===== config.mk =====
export PLATFORM = sky130hd
export DESIGN_NAME = cvc_top
export DESIGN_NICKNAME = d
export VERILOG_FILES = /design/src/logic/cvc_pkg.sv /design/src/logic/cvc_top.sv
export SDC_FILE = /design/constraint.sdc
export NUM_CORES = 1
export LEC_CHECK = 0
export BUFFER_PORTS_ARGS = -buffer_cell sky130_fd_sc_hd__buf_2
export CORE_MARGIN = 3
export CORE_UTILIZATION = 40
export DETAILED_ROUTE_END_ITERATION = 8
export HOLD_SLACK_MARGIN = 0.12
export PLACE_DENSITY = 0.88
export SYNTH_ARGS = -nofsm -noshare
export SYNTH_HDL_FRONTEND = slang
export SYNTH_SLANG_ARGS = --single-unit

===== constraint.sdc =====
create_clock -name ref_clk -period 2.39 [get_ports ref_clk]
set_clock_uncertainty 0.2 [all_clocks]
set_input_delay 0.1195 -clock ref_clk [delete_from_list [all_inputs] [get_ports ref_clk]]
set_output_delay 0.1195 -clock ref_clk [all_outputs]
set_load 0.03 [all_outputs]

===== src/logic/cvc_pkg.sv =====
package cvc_pkg;
	// Register byte offsets on APB
	localparam logic [7:0] CVC_OFS_CMP   = 8'h00;
	localparam logic [7:0] CVC_OFS_REF   = 8'h04;
	localparam logic [7:0] CVC_OFS_IRQ   = 8'h08;
	localparam logic [7:0] CVC_OFS_PORT  = 8'h0c;
	// Field positions
	localparam int CVC_CMP_OUT2 = 7;
	localparam int CVC_CMP_OUT1 = 6;
	localparam int CVC_CMP_INV2 = 5;
	localparam int CVC_CMP_INV1 = 4;
	localparam int CVC_CMP_SW   = 3;
	localparam int CVC_REF_EN   = 7;
	localparam int CVC_REF_OE   = 6;
	localparam int CVC_REF_RNG  = 5;
	localparam int CVC_REF_SRC  = 4;
	localparam int CVC_IRQ_FLAG = 6;
	// Reset values and mode codes
	localparam logic [4:0] CVC_CMP_RST  = 5'h07;
	localparam logic [7:0] CVC_REF_RST  = 8'h00;
	localparam logic [2:0] CVC_MODE_OFF = 3'h7;
	localparam logic [2:0] CVC_MODE_MUX = 3'h6;

	typedef struct packed {
		logic       first_output_invert;
		logic       second_output_invert;
		logic       input_switch;
		logic [2:0] comparator_mode_select;
	} cvc_cmp_s;

	typedef struct packed {
		logic       ladder_power_enable;
		logic       ladder_pin_output_enable;
		logic       ladder_range_select;
		logic       ladder_source_select;
		logic [3:0] ladder_level_value;
	} cvc_ref_s;
endpackage


===== src/logic/cvc_top.sv =====
// The APB interface to the registers and the placing of the registers were left to the implementer.
`timescale 1ns/100ps
module cvc_top (
	input  wire logic              ref_clk,
	input  wire logic              rst_n,
	input  wire logic              psel,
	input  wire logic              penable,
	input  wire logic              pwrite,
	input  wire logic [7:0]        paddr,
	input  wire logic [31:0]       pwdata,
	output logic                   pready,
	output logic [31:0]            prdata,
	output logic                   pslverr,
	input  wire logic              raw_first_compare,
	input  wire logic              raw_second_compare,
	input  wire logic              peripheral_irq_enable,
	input  wire logic              global_irq_enable,
	input  wire logic              first_pin_direction,
	input  wire logic              second_pin_direction,
	input  wire logic              ladder_pin_direction,
	input  wire logic              output_routing_enable,
	input  wire logic [7:1]        port_pin_level,
	input  wire logic [7:1]        pin_is_analog,
	output cvc_pkg::cvc_cmp_s      cmp_ctrl,
	output cvc_pkg::cvc_ref_s      ref_ctrl,
	output logic                   first_output_pin,
	output logic                   first_output_pin_oe_n,
	output logic                   second_output_pin,
	output logic                   second_output_pin_oe_n,
	output logic                   ladder_pin_oe_n,
	output logic                   ladder_pin_drive,
	output logic                   reference_to_comparators,
	output logic                   ladder_powered,
	output logic                   comparator_irq_flag,
	output logic                   comparator_irq
);
	import cvc_pkg::*;

	logic [1:0] captured_out;
	logic       comparator_irq_enable;
	logic [1:0] seen_out;

	function automatic logic hit(input logic [7:0] a, input logic [7:0] ofs);
		hit = (a == ofs);
	endfunction

	wire        access     = psel && penable;
	wire        wr         = access && pwrite;
	wire        hit_cmp    = hit(paddr, CVC_OFS_CMP);
	wire        hit_ref    = hit(paddr, CVC_OFS_REF);
	wire        hit_irq    = hit(paddr, CVC_OFS_IRQ);
	wire        hit_port   = hit(paddr, CVC_OFS_PORT);
	wire        mapped     = hit_cmp || hit_ref || hit_irq || hit_port;
	wire        mode_off   = (cmp_ctrl.comparator_mode_select == CVC_MODE_OFF);
	wire [1:0]  plain_out  = mode_off ? 2'h0 : {raw_second_compare, raw_first_compare};
	wire [1:0]  live_out   = plain_out ^ {cmp_ctrl.second_output_invert, cmp_ctrl.first_output_invert};
	wire        mismatch   = (live_out != captured_out);
	wire        cmp_touch  = access && hit_cmp;
	wire [7:0]  cmp_rd     = {live_out, cmp_ctrl.second_output_invert, cmp_ctrl.first_output_invert,
				  cmp_ctrl.input_switch, cmp_ctrl.comparator_mode_select};
	wire [7:0]  irq_rd     = {1'b0, comparator_irq_flag, comparator_irq_enable, 5'h00};
	// write picks invert bits by position
	wire cvc_cmp_s next_cmp = '{first_output_invert:    pwdata[CVC_CMP_INV1],
				   second_output_invert:   pwdata[CVC_CMP_INV2],
				   input_switch:           pwdata[CVC_CMP_SW],
				   comparator_mode_select: pwdata[2:0]};
	wire [7:0]  port_rd    = {port_pin_level & ~pin_is_analog, 1'b0};
	wire [7:0]  rd_mux     = hit_cmp ? cmp_rd : hit_ref ? ref_ctrl : hit_irq ? irq_rd :
				 hit_port ? port_rd : 8'h00;
	wire        flag_write = wr && hit_irq;
	wire        flag_set   = mismatch || (live_out != seen_out);
	// set wins over clear, no missed change
	wire        next_flag  = flag_set || (flag_write ? pwdata[CVC_IRQ_FLAG] : comparator_irq_flag);
	wire        next_ien   = flag_write ? pwdata[CVC_IRQ_FLAG - 1] : comparator_irq_enable;
	wire        next_p1oe  = !(output_routing_enable && !first_pin_direction);
	wire        next_p2oe  = !(output_routing_enable && !second_pin_direction);
	wire        next_lpoe  = !(ref_ctrl.ladder_pin_output_enable || !ladder_pin_direction);

	always_ff @(posedge ref_clk) begin
		if (!rst_n) begin
			pready                  <= 1'b0;
			prdata                  <= 32'h0;
			pslverr                 <= 1'b0;
		end else begin
			pready                  <= psel && !penable;
			prdata                  <= {24'h0, rd_mux};
			pslverr                 <= psel && !penable && !mapped;
		end
	end

	always_ff @(posedge ref_clk) begin
		if (!rst_n) begin
			cmp_ctrl                <= cvc_cmp_s'({1'b0, CVC_CMP_RST});
			ref_ctrl                <= cvc_ref_s'(CVC_REF_RST);
			captured_out            <= 2'h0;
			seen_out                <= 2'h0;
			comparator_irq_flag     <= 1'b0;
			comparator_irq_enable   <= 1'b0;
		end else begin
			// status bits not writable, held otherwise
			if (wr && hit_cmp && pready)
				cmp_ctrl            <= next_cmp;
			if (wr && hit_ref && pready)
				ref_ctrl            <= cvc_ref_s'(pwdata[7:0]);
			if (cmp_touch && pready)
				captured_out        <= live_out;
			seen_out                <= live_out;
			if (pready || !flag_write)
				comparator_irq_flag <= next_flag;
			if (pready && flag_write)
				comparator_irq_enable <= next_ien;
		end
	end

	always_ff @(posedge ref_clk) begin
		if (!rst_n) begin
			first_output_pin        <= 1'b0;
			second_output_pin       <= 1'b0;
			first_output_pin_oe_n   <= 1'b1;
			second_output_pin_oe_n  <= 1'b1;
			ladder_pin_oe_n         <= 1'b1;
			ladder_pin_drive        <= 1'b0;
			reference_to_comparators <= 1'b0;
			ladder_powered          <= 1'b0;
			comparator_irq          <= 1'b0;
		end else begin
			first_output_pin        <= live_out[0];
			second_output_pin       <= live_out[1];
			first_output_pin_oe_n   <= next_p1oe;
			second_output_pin_oe_n  <= next_p2oe;
			ladder_pin_oe_n         <= next_lpoe;
			// ladder pin drive uses power enable and pin output enable
			ladder_pin_drive        <= ref_ctrl.ladder_power_enable && ref_ctrl.ladder_pin_output_enable;
			reference_to_comparators <= (cmp_ctrl.comparator_mode_select == CVC_MODE_MUX) &&
						    cmp_ctrl.input_switch;
			ladder_powered          <= ref_ctrl.ladder_power_enable;
			comparator_irq          <= comparator_irq_flag && comparator_irq_enable &&
						   peripheral_irq_enable && global_irq_enable;
		end
	end
endmodule // cvc_top


After elaboration in Yosys (flattened, before gate mapping)
Cells that the tools add are included.

operators by class
  eq/ne operators = 7
  mux-type cells = 6
  bitwise operators = 3
  reduce and logical (&&, ||, !) cells = 37

operators by type and width
  cell                                                                   number
  8-bit two-way mux                                                      4
  1-bit logical AND                                                      19
  8-bit by 4-bit equality test with 1-bit output, second input constant  2
  1-bit zero test                                                        9
  8-bit by 3-bit equality test with 1-bit output, second input constant  1
  8-bit zero test                                                        1
  7-bit AND                                                              1
  1-bit logical OR                                                       7
  7-bit NOT                                                              1
  3-bit equality test, second input constant                             2
  2-bit inequality test                                                  2
  2-bit two-way mux                                                      1
  2-bit AND reduction                                                    1
  2-bit bitwise XOR                                                      1
  1-bit two-way mux                                                      1

storage, ports and cells
  flip-flop bits (word level) = 63
  input port bits = 67
  output and inout port bits = 58
  logic and storage cells = 79

Logic depth before layout (Yosys ltp)
  depth after elaboration = 6
  gate-level depth with buffers = 6

Least setup slack after synthesis
OpenSTA, ideal clock, no wires.

  path type = input -> register
  start point = input port paddr[7]
  end point = register comparator_irq_flag
  library setup time = 0.124 ns
  data arrival time = 1.604 ns
  data required time = 2.066 ns
  setup slack = 0.462 ns
  stages = 6
  cells stage by stage = or4_4 > or2_0 > buf_2 > or3_4 > o31ai_1 > a31oi_1

between the ends
  cells in the longest elaborated chain, start to end = 4
  elaborated cells between the ends (all ways) = 6
  classes of those cells = eq/ne: 1; mux: 1; reduce/logical: 4

ends and longest elaborated chain
  item                                                         line                           text
  start, declared                                              cvc_top.sv:9                   input wire logic [7:0] paddr,
  8-bit by 4-bit equality test with 1-bit output (*)           cvc_top.sv:44                  hit = (a == ofs);
  1-bit logical AND (*)                                        cvc_top.sv:70                  wire flag_write = wr && hit_irq;
  1-bit two-way mux / 1-bit zero test (equally long branches)  cvc_top.sv:73, cvc_top.sv:108
  1-bit logical OR, on equally long branches                   cvc_top.sv:73, cvc_top.sv:108
  end signal, assigned                                         cvc_top.sv:109                 comparator_irq_flag <= next_flag;
  end, declared                                                cvc_top.sv:34                  output logic comparator_irq_flag,

Every way passes the cells marked *; elsewhere a longest branch is shown, timed or not.
A chain may end at the register's enable or synchronous reset.

Worst setup path in the final report
  start point = input port paddr[7]
  end point = register prdata[6]

between the ends
  cells in the longest elaborated chain, start to end = 5
  elaborated cells between the ends (all ways) = 8
  classes of those cells = eq/ne: 3; mux: 4; reduce/logical: 1

ends and longest elaborated chain
  item                                            line           text
  8-bit by 4-bit equality test with 1-bit output  cvc_top.sv:44
  8-bit two-way mux                               cvc_top.sv:69  hit_port ? port_rd : 8'h00;
  8-bit two-way mux (2 in a row)                  cvc_top.sv:68  wire [7:0] rd_mux = hit_cmp ? cmp_rd : hit_ref ? ref_ctrl : hit_irq ? irq_rd :
  8-bit two-way mux (*)                           cvc_top.sv:68
  end signal, assigned                            cvc_top.sv:86  prdata <= {24'h0, rd_mux};
  end, declared                                   cvc_top.sv:12  output logic [31:0] prdata,

Marked as above.

==> results.md <==
* R2R depth at 6
* Synthesized area per cell at between 8 and 9 µm²
* Final core utilization at between 60% and 70%
* Setup slack, reg-to-reg at 160 ps
* Clock root buffer: clkbuf_8
* Setup crit end: prdata[6]
* # fillers at 343
* Worst hold path type: in2reg
* Via count at between 1.5k and 2k
* Crit path buf inv count at 2
* Fin Setup TNS at 0 ps
* R2R Path End: cmp_ctrl[0]
* Largest net degree at the start of global routing at 23
* Period utilization at 95.7%
* Synth Instances at 201
* CTS tree: yes
* CP Max Fanout at 6
* Fin. Hold Viols at 0
* CP cell instances: buf_2 -> or4_4 -> or2_0 -> a221oi_1 -> o31ai_1 -> a21boi_0 -> dlygate4sd3_1
* Nets at 379
* Overall die width at 71.7 µm
* Crit path from: paddr[7]
* Clock latency at the later pin of the worst-skew pair at roughly 290 ps
* Final worst setup slack at 104 ps
* VDD IR max at around 0.35 mV
* Port buffer count at between 70 and 80
* Routed WL at between 5000 and 6000 µm
* RSZ-0062 raised after global routing: no
* Placement Cell Area at ~2100 µm²
* Total of max-cap violations at 0
* Final HPWL DP at approximately 3200 µm
* Minimum clock period at roughly 2300 ps
* DP Cell Count at around 320
* Critical Path AT at ~2300 ps
* Crit end category: register
* Layout Cell Area excl Fill at 2550 µm²
* Vias per inst at 4.87
* Die height at ~72 µm
* Detail Route Antenna Nets at 0
* DRC Markers at 0
* Slew headroom at 63.7%
* Initial antenna violation count at 0
* Distinct cells, synth at 33
* Pwr dens at roughly 540 nW/µm²
* Clock Path Buffers at 2
* Max incr delay on CP at 560 ps
* Register area share after synthesis at between 40 and 50%
* Layout Cells excl Fill at 364
* Pre-CTS WS at around 280 ps
* Clk sinks at 37
* Layout cells sized above 1 at 29.7%
* CTS H-tree depth at 2
* Rows at 23
* Die area at 5140 µm²
* Most common cell after layout, fill and taps aside: buf_2
* Critical path class: in2reg
* Leading cell types in the layout, fill and taps excluded: buf_2 (76), dfxtp_1 (37), dlygate4sd3_1 (37)
* Yosys reg bits at 37
* Final setup violation count at 0
* Synth warn at 0
* Vias in the first global route at around 1.7k
* Clock transition at the registers of the reported paths at ~70 ps
* Slew Viols, Final at 0
* Area growth from synthesis to layout at 47.7%
* Num CTS Buffers at 5
* Fmax achieved at 437 MHz
* Grt ovf at 0
* # IOs at 125
* Crit path max-delay family: simple AND/OR/NAND/NOR gates
* Slowest CP cell: or4_4
* DRT Pass-1 Iters at 5
* CP Depth at 7
* Worst Path Required at roughly 2400 ps
* Initial DRC Count at about 130
* WL/cell at between 10 and 15 µm
* Core ar. at about 4100 µm²
* R2r startpoint: pready
* Wire length of the first global-routing pass at 7690 µm
* Outcome: complete, no violations
* RePlAce Congestion at about 0.8
* GRT Util Overall at 18.8%
* Initial Util at a little over two fifths
* Leak Pwr at approximately 1.2 nW
* Startpoint types: input port
* Worst-margin pin slew at between 500 and 600 ps
* Post-Syn Area at about 1700 µm²
[worst min path at each step]
stage,depth (start not counted),startpoint,to
global route,4,raw_second_compare,seen_out[1]
detailed placement,2,second_pin_direction,second_output_pin_oe_n
finish,2,paddr[3],prdata[5]
floorplan,1,penable,pready
global placement,2,first_pin_direction,first_output_pin_oe_n
CTS,5,port_pin_level[4],prdata[4]
[report_power, final]
| part | internal [mW] | switching [mW] |
|---|---|---|
| clock network | 0.340 | 0.219 |
| registers | 0.620 | 0.00161 |
| logic | 0.0763 | 0.112 |
[cell families (layout without fill, tap and decap cells)]
logic type	Yosys count	after routing	share of synthesized area, %
compound gates	31	31	10.6
simple gates	77	77	24.3
other cells	1	25	0.217
flops	37	37	42.9
buf+inv	42	131	14.6
xor+xnor	2	2	1.01
mux	11	11	6.44
[routing by layer]
metal / global-route usage, % / part of all wire [%] / vias to the layer above
met5: 0 / 0 / -
met4: 10.9 / 3.6 / 0
met3: 3.37 / 8.4 / 19
met2: 33.4 / 50 / 99
met1: 21.0 / 38 / 798
li1: - / - / 856
[synth_stat cells (all sizes together)]
cell type	instances	area, µm²
a31oi	1	6.26
nand2	22	82.6
nand3b	8	60.1
clkbuf	7	26.3
a221oi	2	17.5
o31ai	2	15.0
or3	1	11.3
nor2b	3	18.8
nand3	13	65.1
nor4	2	27.5
or2	4	25.0
buf	27	195
a21boi	1	7.51
mux2	1	11.3
inv	8	30.0
nand4b	1	8.76
nand2b	1	6.26
nor2	11	41.3
xnor2	2	17.5
nor3b	1	7.51
and2	4	25.0
or4	1	11.3
a22oi	5	37.5
mux2i	10	100
conb	1	3.75
and3	2	12.5
nor3	2	10.0
o21ai	20	100
nand4	1	6.26
dfxtp	37	741
[per-stage QoR]
stage	power [mW]	hold slack, ps
global placement	0.776	113
finish	1.37	137
CTS	1.36	123
detailed placement	0.778	106
floorplan	0.763	-8.12
global route	1.40	166
[sequential cells by signal, summed over array words and instances (netlist names)]
register,flops
pready,1
pslverr,1
first_output_pin_oe_n,1
ladder_powered,1
comparator_irq_enable,1
reference_to_comparators,1
second_output_pin_oe_n,1
ref_ctrl,8
ladder_pin_drive,1
seen_out,2
ladder_pin_oe_n,1
prdata,8
captured_out,2
comparator_irq,1
cmp_ctrl,6
comparator_irq_flag,1
[area by class of cell]
| cell class | instances | area, µm² | area share (%) |
|---|---|---|---|
| Tap cell | 50 | 62.6 | 2.45 |
| Inverter | 8 | 30.0 | 1.18 |
| Clock inverter | 1 | 30.0 | 1.18 |
| Multi-Input combinational cell | 145 | 835 | 32.7 |
| Clock buffer | 7 | 86.3 | 3.38 |
| Sequential cell | 37 | 741 | 29.0 |
| Antenna cell | 1 | 2.50 | 0.0980 |
| Timing Repair Buffer | 115 | 766 | 30.0 |
[repair_timing]
action                                  in CTS  in global routing
resized for setup                            0                  2
hold buffers                                38                  1
setup buffers                                0                  0
hold endpoints to repair                    29                  3
endpoints found under the setup margin       0                  5
No activity file was read; power rests on OpenSTA's default activity.
